`src/pkg/watch_timer_pkg.sv`:
```
// Constants, field layout and shared decode for the watch timer
package watch_timer_pkg;

    // Bus geometry
    localparam int ADDR_W = 18;
    localparam int DATA_W = 32;

    // Register indices; byte address is four times the index
    localparam logic [15:0] CTRL_IDX = 16'hFF41;
    localparam logic [15:0] BITOP_IDX = 16'hFF43;
    localparam logic [15:0] STATUS_IDX = 16'hFF44;
    localparam logic [ADDR_W-1:0] CTRL_ADDR = {CTRL_IDX, 2'b00};
    localparam logic [ADDR_W-1:0] BITOP_ADDR = {BITOP_IDX, 2'b00};
    localparam logic [ADDR_W-1:0] STATUS_ADDR = {STATUS_IDX, 2'b00};

    // Control register fields
    localparam int CLK_SEL_BIT = 7;
    localparam int IVAL_LSB = 4;
    localparam int WSEL_LSB = 2;
    localparam int START_BIT = 1;
    localparam int ENABLE_BIT = 0;
    localparam logic [7:0] CTRL_RESET = 8'h00;

    // Single-bit operation fields
    localparam int BITOP_VAL_BIT = 7;
    localparam int BITOP_IDX_LSB = 0;

    // Responses
    localparam logic [1:0] RESP_OKAY = 2'h0;
    localparam logic [1:0] RESP_SLVERR = 2'h2;

    // Timing: watch clock is the system clock over 2^7 or 2^6
    localparam int DIV_SLOW_LOG = 7;
    localparam int DIV_FAST_LOG = 6;
    localparam int PRE_WIDTH = 11;
    localparam int CNT_WIDTH = 5;
    localparam int IVAL_BASE_LOG = 4;
    localparam int CNT_TAP_LOG = 9;
    localparam int SHORT_LONG_LOG = 5;
    localparam int SHORT_SHORT_LOG = 4;
    localparam logic [4:0] CNT_WRAP_FULL = 5'h1F;
    localparam logic [3:0] CNT_WRAP_HALF = 4'hF;

    // True when the low n bits of v are all ones
    function automatic logic low_ones(input logic [15:0] v, input int n);
        logic r;
        r = 1'b1;
        for (int i = 0; i < 16; i++) begin
            if (i < n && !v[i]) begin
                r = 1'b0;
            end
        end
        return r;
    endfunction

endpackage

```
`src/pkg/watch_link_if.sv`:
```
// Signals between the control block, prescaler and watch counter
`timescale 1ns/100ps
`default_nettype none
interface watch_link_if;
    import watch_timer_pkg::*;
    logic run;
    logic clk_sel;
    logic start;
    logic [2:0] ival_sel;
    logic [1:0] wsel;
    logic pre_tick;
    logic interval_tick;
    logic short_tick;
    logic watch_tick;
    logic [PRE_WIDTH-1:0] pre_val;
    logic [CNT_WIDTH-1:0] cnt_val;

    modport ctrl (output run, clk_sel, start, ival_sel, wsel,
        input pre_tick, interval_tick, short_tick, watch_tick,
        pre_val, cnt_val);
    modport pre (input run, clk_sel, ival_sel, wsel,
        output pre_tick, interval_tick, short_tick, pre_val);
    modport cnt (input run, start, wsel, pre_tick, short_tick,
        output watch_tick, cnt_val);
endinterface
`default_nettype wire

```
`src/design/watch_timer.sv`:
```
// Watch and interval timer with AXI4-Lite register access
//
// Local design decision: the AXI4-Lite interface to the registers.
`timescale 1ns/100ps
`default_nettype none
module watch_timer
    import watch_timer_pkg::*;
(
    // Clock and reset
    input wire logic aclk,
    input wire logic aresetn,
    // Write address channel
    input wire logic [ADDR_W-1:0] awaddr,
    input wire logic [2:0] awprot,
    input wire logic awvalid,
    output logic awready,
    // Write data channel
    input wire logic [DATA_W-1:0] wdata,
    input wire logic [DATA_W/8-1:0] wstrb,
    input wire logic wvalid,
    output logic wready,
    // Write response channel
    output logic [1:0] bresp,
    output logic bvalid,
    input wire logic bready,
    // Read address channel
    input wire logic [ADDR_W-1:0] araddr,
    input wire logic [2:0] arprot,
    input wire logic arvalid,
    output logic arready,
    // Read data channel
    output logic [DATA_W-1:0] rdata,
    output logic [1:0] rresp,
    output logic rvalid,
    input wire logic rready,
    // Interrupt requests
    output logic watch_irq,
    output logic interval_irq
);
    // Control register
    logic [7:0] ctrl_q;
    logic [7:0] ctrl_d;

    // Write channel state
    logic awready_q;
    logic wready_q;
    logic bvalid_q;
    logic [1:0] bresp_q;
    logic aw_have_q;
    logic w_have_q;
    logic [ADDR_W-1:0] waddr_q;
    logic [DATA_W-1:0] wdata_q;
    logic [DATA_W/8-1:0] wstrb_q;

    // Read channel state
    logic arready_q;
    logic rvalid_q;
    logic [DATA_W-1:0] rdata_q;
    logic [1:0] rresp_q;

    // Request outputs
    logic watch_irq_q;
    logic interval_irq_q;

    // Handshake and decode wires
    logic aw_fire;
    logic w_fire;
    logic b_fire;
    logic ar_fire;
    logic r_fire;
    logic aw_now;
    logic w_now;
    logic do_write;
    logic [ADDR_W-1:0] wr_addr;
    logic [DATA_W-1:0] wr_data;
    logic [DATA_W/8-1:0] wr_strb;
    logic wr_ctrl;
    logic wr_bitop;
    logic wr_status;
    logic wr_hit;
    logic rd_ctrl;
    logic rd_bitop;
    logic rd_status;
    logic rd_hit;
    logic [DATA_W-1:0] rd_word;
    logic [2:0] bit_sel;
    logic bit_val;
    logic [7:0] bit_mask;

    // Protection bits carry no meaning here
    logic unused_prot;
    assign unused_prot = ^{awprot, arprot};

    watch_link_if lnk ();

    watch_prescaler watch_prescaler_inst (
        .aclk(aclk),
        .aresetn(aresetn),
        .lnk(lnk)
    );

    watch_counter watch_counter_inst (
        .aclk(aclk),
        .aresetn(aresetn),
        .lnk(lnk)
    );

    // Control fields onto the link
    assign lnk.run = ctrl_q[ENABLE_BIT];
    assign lnk.start = ctrl_q[START_BIT];
    assign lnk.clk_sel = ctrl_q[CLK_SEL_BIT];
    assign lnk.ival_sel = ctrl_q[IVAL_LSB +: 3];
    assign lnk.wsel = ctrl_q[WSEL_LSB +: 2];

    // Channel handshakes
    assign aw_fire = awvalid && awready_q;
    assign w_fire = wvalid && wready_q;
    assign b_fire = bvalid_q && bready;
    assign ar_fire = arvalid && arready_q;
    assign r_fire = rvalid_q && rready;

    // Address and data may arrive in either order or together
    assign aw_now = aw_have_q || aw_fire;
    assign w_now = w_have_q || w_fire;
    assign do_write = aw_now && w_now && !bvalid_q;
    assign wr_addr = aw_have_q ? waddr_q : awaddr;
    assign wr_data = w_have_q ? wdata_q : wdata;
    assign wr_strb = w_have_q ? wstrb_q : wstrb;

    // Write decode; status is read-only but still mapped
    assign wr_ctrl = wr_addr[ADDR_W-1:2] == CTRL_ADDR[ADDR_W-1:2];
    assign wr_bitop = wr_addr[ADDR_W-1:2] == BITOP_ADDR[ADDR_W-1:2];
    assign wr_status = wr_addr[ADDR_W-1:2] == STATUS_ADDR[ADDR_W-1:2];
    assign wr_hit = wr_ctrl || wr_bitop || wr_status;

    // Single-bit operation: index and new value
    assign bit_sel = wr_data[BITOP_IDX_LSB +: 3];
    assign bit_val = wr_data[BITOP_VAL_BIT];
    assign bit_mask = 8'h01 << bit_sel;

    // Next control value
    always_comb begin
        ctrl_d = ctrl_q;
        if (do_write && wr_strb[0]) begin
            if (wr_ctrl) begin
                ctrl_d = wr_data[7:0];
            end else if (wr_bitop) begin
                ctrl_d = bit_val ? (ctrl_q | bit_mask)
                                 : (ctrl_q & ~bit_mask);
            end
        end
    end

    // Read decode
    assign rd_ctrl = araddr[ADDR_W-1:2] == CTRL_ADDR[ADDR_W-1:2];
    assign rd_bitop = araddr[ADDR_W-1:2] == BITOP_ADDR[ADDR_W-1:2];
    assign rd_status = araddr[ADDR_W-1:2] == STATUS_ADDR[ADDR_W-1:2];
    assign rd_hit = rd_ctrl || rd_bitop || rd_status;
    assign rd_word = rd_ctrl ? {24'h000000, ctrl_q}
        : rd_status ? {16'h0000, lnk.pre_val, lnk.cnt_val}
        : 32'h00000000;

    // Control register
    always_ff @(posedge aclk) begin
        if (!aresetn) begin
            ctrl_q <= CTRL_RESET;
        end else begin
            ctrl_q <= ctrl_d;
        end
    end

    // Address and data holding until both are present
    always_ff @(posedge aclk) begin
        if (!aresetn) begin
            aw_have_q <= 1'b0;
            w_have_q <= 1'b0;
            waddr_q <= '0;
            wdata_q <= '0;
            wstrb_q <= '0;
        end else begin
            if (do_write) begin
                aw_have_q <= 1'b0;
                w_have_q <= 1'b0;
            end else begin
                if (aw_fire) begin
                    aw_have_q <= 1'b1;
                    waddr_q <= awaddr;
                end
                if (w_fire) begin
                    w_have_q <= 1'b1;
                    wdata_q <= wdata;
                    wstrb_q <= wstrb;
                end
            end
        end
    end

    // Write ready and response
    always_ff @(posedge aclk) begin
        if (!aresetn) begin
            awready_q <= 1'b0;
            wready_q <= 1'b0;
            bvalid_q <= 1'b0;
            bresp_q <= RESP_OKAY;
        end else begin
            if (aw_fire) begin
                awready_q <= 1'b0;
            end else if (!aw_have_q && !bvalid_q && !do_write) begin
                awready_q <= 1'b1;
            end
            if (w_fire) begin
                wready_q <= 1'b0;
            end else if (!w_have_q && !bvalid_q && !do_write) begin
                wready_q <= 1'b1;
            end
            if (do_write) begin
                bvalid_q <= 1'b1;
                bresp_q <= wr_hit ? RESP_OKAY : RESP_SLVERR;
            end else if (b_fire) begin
                bvalid_q <= 1'b0;
            end
        end
    end

    // Read channel: one read at a time
    always_ff @(posedge aclk) begin
        if (!aresetn) begin
            arready_q <= 1'b0;
            rvalid_q <= 1'b0;
            rdata_q <= '0;
            rresp_q <= RESP_OKAY;
        end else if (ar_fire) begin
            arready_q <= 1'b0;
            rvalid_q <= 1'b1;
            rdata_q <= rd_word;
            rresp_q <= rd_hit ? RESP_OKAY : RESP_SLVERR;
        end else if (r_fire) begin
            rvalid_q <= 1'b0;
            arready_q <= 1'b1;
        end else if (!rvalid_q) begin
            arready_q <= 1'b1;
        end
    end

    // Request pulses, registered so outputs come from flops
    always_ff @(posedge aclk) begin
        if (!aresetn) begin
            watch_irq_q <= 1'b0;
            interval_irq_q <= 1'b0;
        end else begin
            watch_irq_q <= lnk.watch_tick;
            interval_irq_q <= lnk.interval_tick;
        end
    end

    // Outputs
    assign awready = awready_q;
    assign wready = wready_q;
    assign bvalid = bvalid_q;
    assign bresp = bresp_q;
    assign arready = arready_q;
    assign rvalid = rvalid_q;
    assign rdata = rdata_q;
    assign rresp = rresp_q;
    assign watch_irq = watch_irq_q;
    assign interval_irq = interval_irq_q;
endmodule
`default_nettype wire

```
`src/design/watch_prescaler.sv`:
```
// Watch clock divider and 11-bit prescaler with its taps
`timescale 1ns/100ps
`default_nettype none
module watch_prescaler
    import watch_timer_pkg::*;
(
    // Clock and reset
    input wire logic aclk,
    input wire logic aresetn,
    // Link to control and counter
    watch_link_if.pre lnk
);
    logic [DIV_SLOW_LOG-1:0] div_q;
    logic [PRE_WIDTH-1:0] pre_q;
    logic wclk_tick;
    logic [3:0] ival_log;
    logic [3:0] short_log;

    // watch clock over 128 or 64
    assign wclk_tick = lnk.clk_sel ? low_ones(16'(div_q), DIV_FAST_LOG)
                                   : low_ones(16'(div_q), DIV_SLOW_LOG);
    assign ival_log = 4'(IVAL_BASE_LOG) + {1'b0, lnk.ival_sel};
    assign short_log = lnk.wsel[0] ? 4'(SHORT_SHORT_LOG)
                                   : 4'(SHORT_LONG_LOG);
    assign lnk.interval_tick = lnk.run && wclk_tick
        && low_ones(16'(pre_q), int'(ival_log));
    assign lnk.pre_tick = lnk.run && wclk_tick
        && low_ones(16'(pre_q), CNT_TAP_LOG);
    assign lnk.short_tick = lnk.run && wclk_tick
        && low_ones(16'(pre_q), int'(short_log));
    assign lnk.pre_val = pre_q;

    always_ff @(posedge aclk) begin
        if (!aresetn || !lnk.run) begin
            div_q <= '0;
            pre_q <= '0;
        end else begin
            div_q <= div_q + 1'b1;
            if (wclk_tick) begin
                pre_q <= pre_q + 1'b1;
            end
        end
    end
endmodule
`default_nettype wire

```
`src/design/watch_counter.sv`:
```
// Five-bit watch counter clocked by the prescaler output
`timescale 1ns/100ps
`default_nettype none
module watch_counter
    import watch_timer_pkg::*;
(
    // Clock and reset
    input wire logic aclk,
    input wire logic aresetn,
    // Link to control and prescaler
    watch_link_if.cnt lnk
);
    logic [CNT_WIDTH-1:0] cnt_q;
    logic armed_q;
    logic counting;
    logic wrap;

    // counts only with enable and start
    assign counting = lnk.run && lnk.start;
    // period select 2^14, 2^13, 2^5, 2^4
    assign wrap = lnk.wsel[0] ? (cnt_q[3:0] == CNT_WRAP_HALF)
                              : (cnt_q == CNT_WRAP_FULL);
    assign lnk.watch_tick = counting && armed_q
        && (lnk.wsel[1] ? lnk.short_tick : (lnk.pre_tick && wrap));
    assign lnk.cnt_val = cnt_q;

    always_ff @(posedge aclk) begin
        if (!aresetn || !counting) begin
            cnt_q <= '0;
            armed_q <= 1'b0;
        end else if (lnk.pre_tick) begin
            if (!armed_q) begin
                armed_q <= 1'b1;
            end else begin
                cnt_q <= cnt_q + 1'b1;
            end
        end
    end
endmodule
`default_nettype wire

```
`config.mk`:
```
export PLATFORM = sky130hd
export DESIGN_NAME = watch_timer
export DESIGN_NICKNAME = d
export VERILOG_FILES = /design/src/pkg/watch_timer_pkg.sv /design/src/pkg/watch_link_if.sv /design/src/design/watch_timer.sv /design/src/design/watch_prescaler.sv /design/src/design/watch_counter.sv
export SDC_FILE = /design/constraint.sdc
export NUM_CORES = 1
export LEC_CHECK = 0
export ABC_AREA = 1
export CAP_MARGIN = 20
export CORE_MARGIN = 4
export CORE_UTILIZATION = 55
export DETAILED_ROUTE_END_ITERATION = 12
export DONT_BUFFER_PORTS = 1
export PLACE_DENSITY = 0.76
export SLEW_MARGIN = 25
export SYNTH_ARGS = -nofsm -noshare
export SYNTH_HDL_FRONTEND = slang
export SYNTH_HIERARCHICAL = 1
export SYNTH_SLANG_ARGS = --single-unit
export TNS_END_PERCENT = 100
```
`constraint.sdc`:
```
create_clock -name aclk -period 2.3 [get_ports aclk]
set_clock_uncertainty 0.15 [all_clocks]
set_input_delay 0.23 -clock aclk [delete_from_list [all_inputs] [get_ports aclk]]
set_output_delay 0.23 -clock aclk [all_outputs]
set_load 0.02 [all_outputs]
```
# Word-level counts from Yosys, hierarchy flattened
# Index checks and enable logic that the tools add are counted.
word_totals:
  regBits: 104
  input_bits: 85
  output_inout_bits: 43
  wordCells: 214
classes:
  n_addsub: 4
  magnitude_cmp: 30
  n_eq_ne: 9
  n_shift: 1
  mux: 66
  n_bitwise: 5
  reduce_logical: 79
op_table:
  columns: ["operator", "n"]
  rows:
  - ["$eq A16 B16 Y1 const B", 6]
  - ["$mux W1", 57]
  - ["$lt A4 B4 Y1 const A", 14]
  - ["$logic_and A1 B1 Y1", 42]
  - ["$lt A3 B4 Y1 const A", 8]
  - ["$mux W16", 2]
  - ["$mux W8", 4]
  - ["$logic_not A1 Y1", 18]
  - ["$mux W18", 1]
  - ["$lt A1 B4 Y1 const A", 4]
  - ["$lt A2 B4 Y1 const A", 4]
  - ["$add A11 B1 Y11 const B", 1]
  - ["$and A8 B8 Y8", 1]
  - ["$logic_or A1 B1 Y1", 8]
  - ["$not A8 Y8", 1]
  - ["$or A8 B8 Y8", 1]
  - ["$reduce_and A2 Y1", 4]
  - ["$reduce_or A2 Y1", 4]
  - ["$shl A1 B3 Y8 const A", 1]
  - ["$add A7 B1 Y7 const B", 1]
  - ["$reduce_bool A2 Y1", 3]
  - ["$add A5 B1 Y5 const B", 1]
  - ["$eq A5 B5 Y1 const B", 1]
  - ["$add A3 B3 Y4 const A", 1]
  - ["other kinds (4)", 6]

# Depth between registers and ports, before layout
logic_depth:
  ltp_word: 21
  depth_mapped: 14
  mapped_depth_nobuf: 14

# By module
# Netlist, hierarchy kept.
by_module_without_submodules:
  columns: ["mod", "n_inst", "cells_each", "area_per_inst_um2", "seq_area_each_um2"]
  rows:
  - ["watch_timer", 1, 510, 3275.6, 1201.2]
  - ["watch_prescaler", 1, 138, 973.4, 360.3]
  - ["watch_counter", 1, 47, 309.0, 120.1]

# Worst setup path before layout
# No wires, ideal clock.
synth_timing:
  kind: "register to register"
  startpoint: "register watch_prescaler_inst.div_q[0]"
  endpoint: "register watch_counter_inst.cnt_q[2] (netlist: watch_counter_inst/lnk.cnt_val[2])"
  setup_time_ps: 113
  t_arrival_ps: 1769
  required_time_ps: 2037
  slack_ps: 268
  path_stages_with_launch: 14
  n_path_buf: 0
  synth_period_minus_slack_ps: 2032
  cell_sequence: "dfxtp_1 ha_1 ha_1 nand2_2 nor2_4 nand2_4 clkinv_2 nand2_4 nor3_1 nand2_2 inv_2 nand2_1 o21ai_1 nor2_1"
synth_between:
  elab_chain_len: 11
synth_rtl:
  columns: ["element", "line", "source"]
  rows:
  - ["start: declaration", "watch_prescaler.sv:13", "logic [DIV_SLOW_LOG-1:0] div_q;"]
  - ["start signal: assignment", "watch_prescaler.sv:38", "div_q <= div_q + 1'b1;"]
  - ["$mux W1 (*) (6 in series)", "watch_timer_pkg.sv:49", "if (i < n && !v[i]) begin"]
  - ["$mux W1", "watch_timer_pkg.sv:49", null]
  - ["$mux W1 (*)", "watch_prescaler.sv:20", "assign wclk_tick = lnk.clk_sel ? low_ones(16'(div_q), DIV_FAST_LOG)"]
  - ["$logic_and A1 B1 Y1 (*)", "watch_prescaler.sv:27", "assign lnk.pre_tick = lnk.run && wclk_tick"]
  - ["$logic_and A1 B1 Y1 (*)", "watch_prescaler.sv:28", "&& low_ones(16'(pre_q), CNT_TAP_LOG);"]
  - ["via lnk.pre_tick", "watch_link_if.sv:11", "logic pre_tick;"]
  - ["$reduce_and A2 Y1 (no line) (*)", null, null]
  - ["end signal: assignment", "watch_counter.sv:35", "cnt_q <= cnt_q + 1'b1;"]
  - ["end: declaration", "watch_counter.sv:13", "logic [CNT_WIDTH-1:0] cnt_q;"]
# The timed path passes the listed nets; every way through them passes the cells marked *.
# A chain may end at the register's enable or synchronous reset.

# Worst setup path after layout
layout_timing:
  startpoint: "register watch_prescaler_inst.div_q[0]"
  endpoint: "register watch_counter_inst.cnt_q[3] (netlist: watch_counter_inst/lnk.cnt_val[3])"
# Same word-level chain as after synthesis.

==> flow_summary.toml <==
[global_routing]
grt_max_degree = 34
grt_overflow = 0
top_usage_layer = "met2"
use_met2_pct = 37.7
antenna_found_initial = 0
globalRouteMet3Util_pct = 4.46
grt_util_all_layers_pct = 21.7
gr-usage-met1_pct = 26.6
grt_pass1_vias = 4049
grt_pass1_wl_um = 17800

[timing]
finalHoldViolCount = 0
fin_ws_ns = 0.232
slew_violations = 0
finalSetupViolCount = 0
finalCritPeriodShare_pct = 89.9
slew_headroom_pct = 56.8
rsz0062_at_grt = "no"
whs_ns = 0.0232
max_freq_ghz = 0.484
finalCriticalPeriod_ns = 2.07
tns_ns = 0
worst_pin_slew_ns = 0.646

[route]
avgViaCountPerCell = 5.11
wire_per_inst_um = 12.9
drt_pass1_iterations = 5
dr.first_iter.drc_count = 215
drc = 0
routed_wl_um = 10700
ant_nets = 0
num_vias = 4261

[finish]
diodes = 0
filler_cell_count = 733
final_net_count = 819
layout-drive-gt1-share_pct = 8.74
syn2layout_area_growth_pct = 11.1

[critical_path]
slowest_delay_ns = 0.39
crit_buf_inv = 1
cp_max_fo = 4
regToRegEndpoint = "watch_counter_inst/lnk.cnt_val[3]$_SDFFE_PP0P_"
critical_path.cell_chain = "ha_1 > ha_1 > nand2_2 > nor2_4 > nand2_4 > clkinv_2 > nand2_4 > nor3_2 > nand2_2 > nor2_2 > nand3_1 > nand2_1 > nor2_1"
cp.required_ns = 2.40
arrival_ns = 2.16
r2r_setup_slack_ns = 0.23
r2r_start = "watch_prescaler_inst/div_q[0]$_SDFF_PP0_"
end_kind = "register"
path_depth = 13
cp-start-kind = "register"
r2r_cells = 13
crit_family = "simple AND/OR/NAND/NOR gates"
cp_slowest_cell = "dfxtp_1"
endpoint = "watch_counter_inst/lnk.cnt_val[3]$_SDFFE_PP0P_"
critical_path_class = "reg2reg"
critPathLaunch = "watch_prescaler_inst/div_q[0]$_SDFF_PP0_"

[placed_design]
dp_slack_ns = 0.116
port_buffers = 0
gp_congestion = 0.870
hpwl_um = 7510

[logic_synthesis]
ys_async_sr_fraction_pct = 0
synth_seq_area_share_pct = 36.9
syn-cell-area_um2 = 4560
yosysTopAreaCell = "dfxtp_1"
synth_top_area_share_pct = 36.9
synth_most_common_cell = "nand2_1"
ys_ff_latch = 84
synth-warning-count = 6
netlist_instances = 695
synth_edf_count = 0
synthTopCellsByArea = "dfxtp_1 (37%), nand2_1 (15%), nor2_1 (8.2%)"
synthDistinctLibCells = 41
synth-main-ff-cell = "dfxtp_1"
ys_top_cells_by_count = "nand2_1 (184), nor2_1 (100), dfxtp_1 (84), inv_1 (81), o21ai_0 (47)"
syn_avg_cell_area_um2 = 6.56

[pwr]
switching_share_pct = 28.2
powerDensity_nw_per_um2 = 593
internal-power_w = 0.00216
p_sw_w = 0.000846
p_comb_share_pct = 13.2
p_leak_nw = 2.30
p_clk_share_pct = 34.0
pwr-share-seq_pct = 52.8
ir_worst_vdd_uv = 335

[cts]
clkLatencyLatePin_ns = 0.35
cts_root_buf = "clkbuf_8"
cts_sinks = 84
post_cts_buffers = 0
path_clk_slew_ns = 0.09
htreeDepth = 3
max-clock-path-buffers = 2
cts_tree = "yes"
cts_buffers = 9

[die]
row_count = 32
die-area_um2 = 9810
top_level_ports = 128
fp.coreArea_um2 = 7890
die_w_um = 99.0
initial_utilization_pct = 57.8
die_height_um = 99.0

[run]
maxCapViolations = 0

[outcome]
status = "finished, final reports clean"

[worst_hold_path]
hold_path_class = "in2reg"
placed cells by master (no fill, tap or decap), types with 5 or more instances in the layout:
cell           instances
a21oi_1               38
buf_4                 11
clkbuf_8               9
conb_1                18
dfxtp_1               84
dlygate4sd3_1         30
ha_1                   6
inv_1                 81
nand2_1              184
nand2_2                8
nand3_1               45
nand3_2                5
nand4_1                5
nor2_1               100
nor2_2                 5
nor2_4                 5
nor3_1                 7
o21ai_0               47
o21ai_1                5
worst register-to-register path, stage by stage, from the launching register on:
cell and delay [ns]:
dfxtp_1 0.39, ha_1 0.19, ha_1 0.16, nand2_2 0.07, nor2_4 0.14, nand2_4 0.06, clkinv_2 0.08, nand2_4 0.06
nor3_2 0.20, nand2_2 0.13, nor2_2 0.16, nand3_1 0.09, nand2_1 0.06, nor2_1 0.04
what timing repair did:
item,in CTS,in global routing
hold endpoints to repair,47,0
setup endpoints to repair,0,16
gates resized for setup,0,2
hold buffers,31,0
metal layers:
layer / vias up / part of all wire (%)
li1: 2200 / -
met1: 1939 / 44
met2: 110 / 49
met3: 12 / 5.7
met4: 0 / 1.1
met5: - / 0
state kept, by name, summed over array words and instances, names as in the netlist, 5 cells and up, named ones only:
register                          count
rdata                                16
watch_prescaler_inst/lnk.pre_val     11
wdata_q                               8
watch_counter_inst/lnk.cnt_val        5
waddr_q                              16
watch_prescaler_inst/div_q            7
stage by stage:
stage / power [W] / cells / utilization, % / cell area, µm²
6_report: 0.00300 / 834 / 64.2 / 5060
2_1_floorplan: 0.00192 / 712 / - / 4620
3_3_place_gp: 0.00194 / 788 / 57.9 / 4570
5_1_grt: 0.00314 / 834 / 64.2 / 5060
3_5_place_dp: 0.00196 / 788 / 57.9 / 4570
4_1_cts: 0.00301 / 834 / 64.1 / 5060
area by class of cell:
cell class / instances / area [µm²] / share of cell area (%)
Timing Repair Buffer: 42 / 388 / 7.66
Clock buffer: 11 / 131 / 2.59
Clock inverter: 4 / 51.3 / 1.01
Tap cell: 102 / 128 / 2.52
Multi-Input combinational cell: 503 / 2350 / 46.4
Inverter: 88 / 334 / 6.60
Sequential cell: 84 / 1680 / 33.2
worst min path at each step:
stage	startpoint	endpoint	cells after the start
after global routing	aresetn	watch_prescaler_inst/div_q[2]$_SDFF_PP0_	2
after floorplan	aresetn	waddr_q[16]$_SDFFE_PN0P_	2
final	aresetn	watch_prescaler_inst/div_q[0]$_SDFF_PP0_	2
after detailed placement	aresetn	watch_irq$_SDFF_PN0_	2
after CTS	aresetn	watch_prescaler_inst/div_q[1]$_SDFF_PP0_	2
after global placement	aresetn	watch_irq$_SDFF_PN0_	2
power by group through the flow:
stage	logic (W)	clock network [W]	registers [W]
2_1_floorplan	0.000316	0	0.00160
3_3_place_gp	0.000327	0	0.00162
3_5_place_dp	0.000337	0	0.00162
4_1_cts	0.000388	0.00104	0.00159
5_1_grt	0.000450	0.00109	0.00159
6_report	0.000397	0.00102	0.00159
kinds of logic after synthesis:
logic type      count (synthesis)  synth area share (%)
xor+xnor                        2                 0.384
flops                          84                  36.9
compound gates                 98                  11.3
fa+ha+maj                       6                  1.65
buf+inv                       125                  13.1
other cells                     1                0.0823
simple gates                  379                  36.6
No activity file was read; power rests on OpenSTA's default activity.
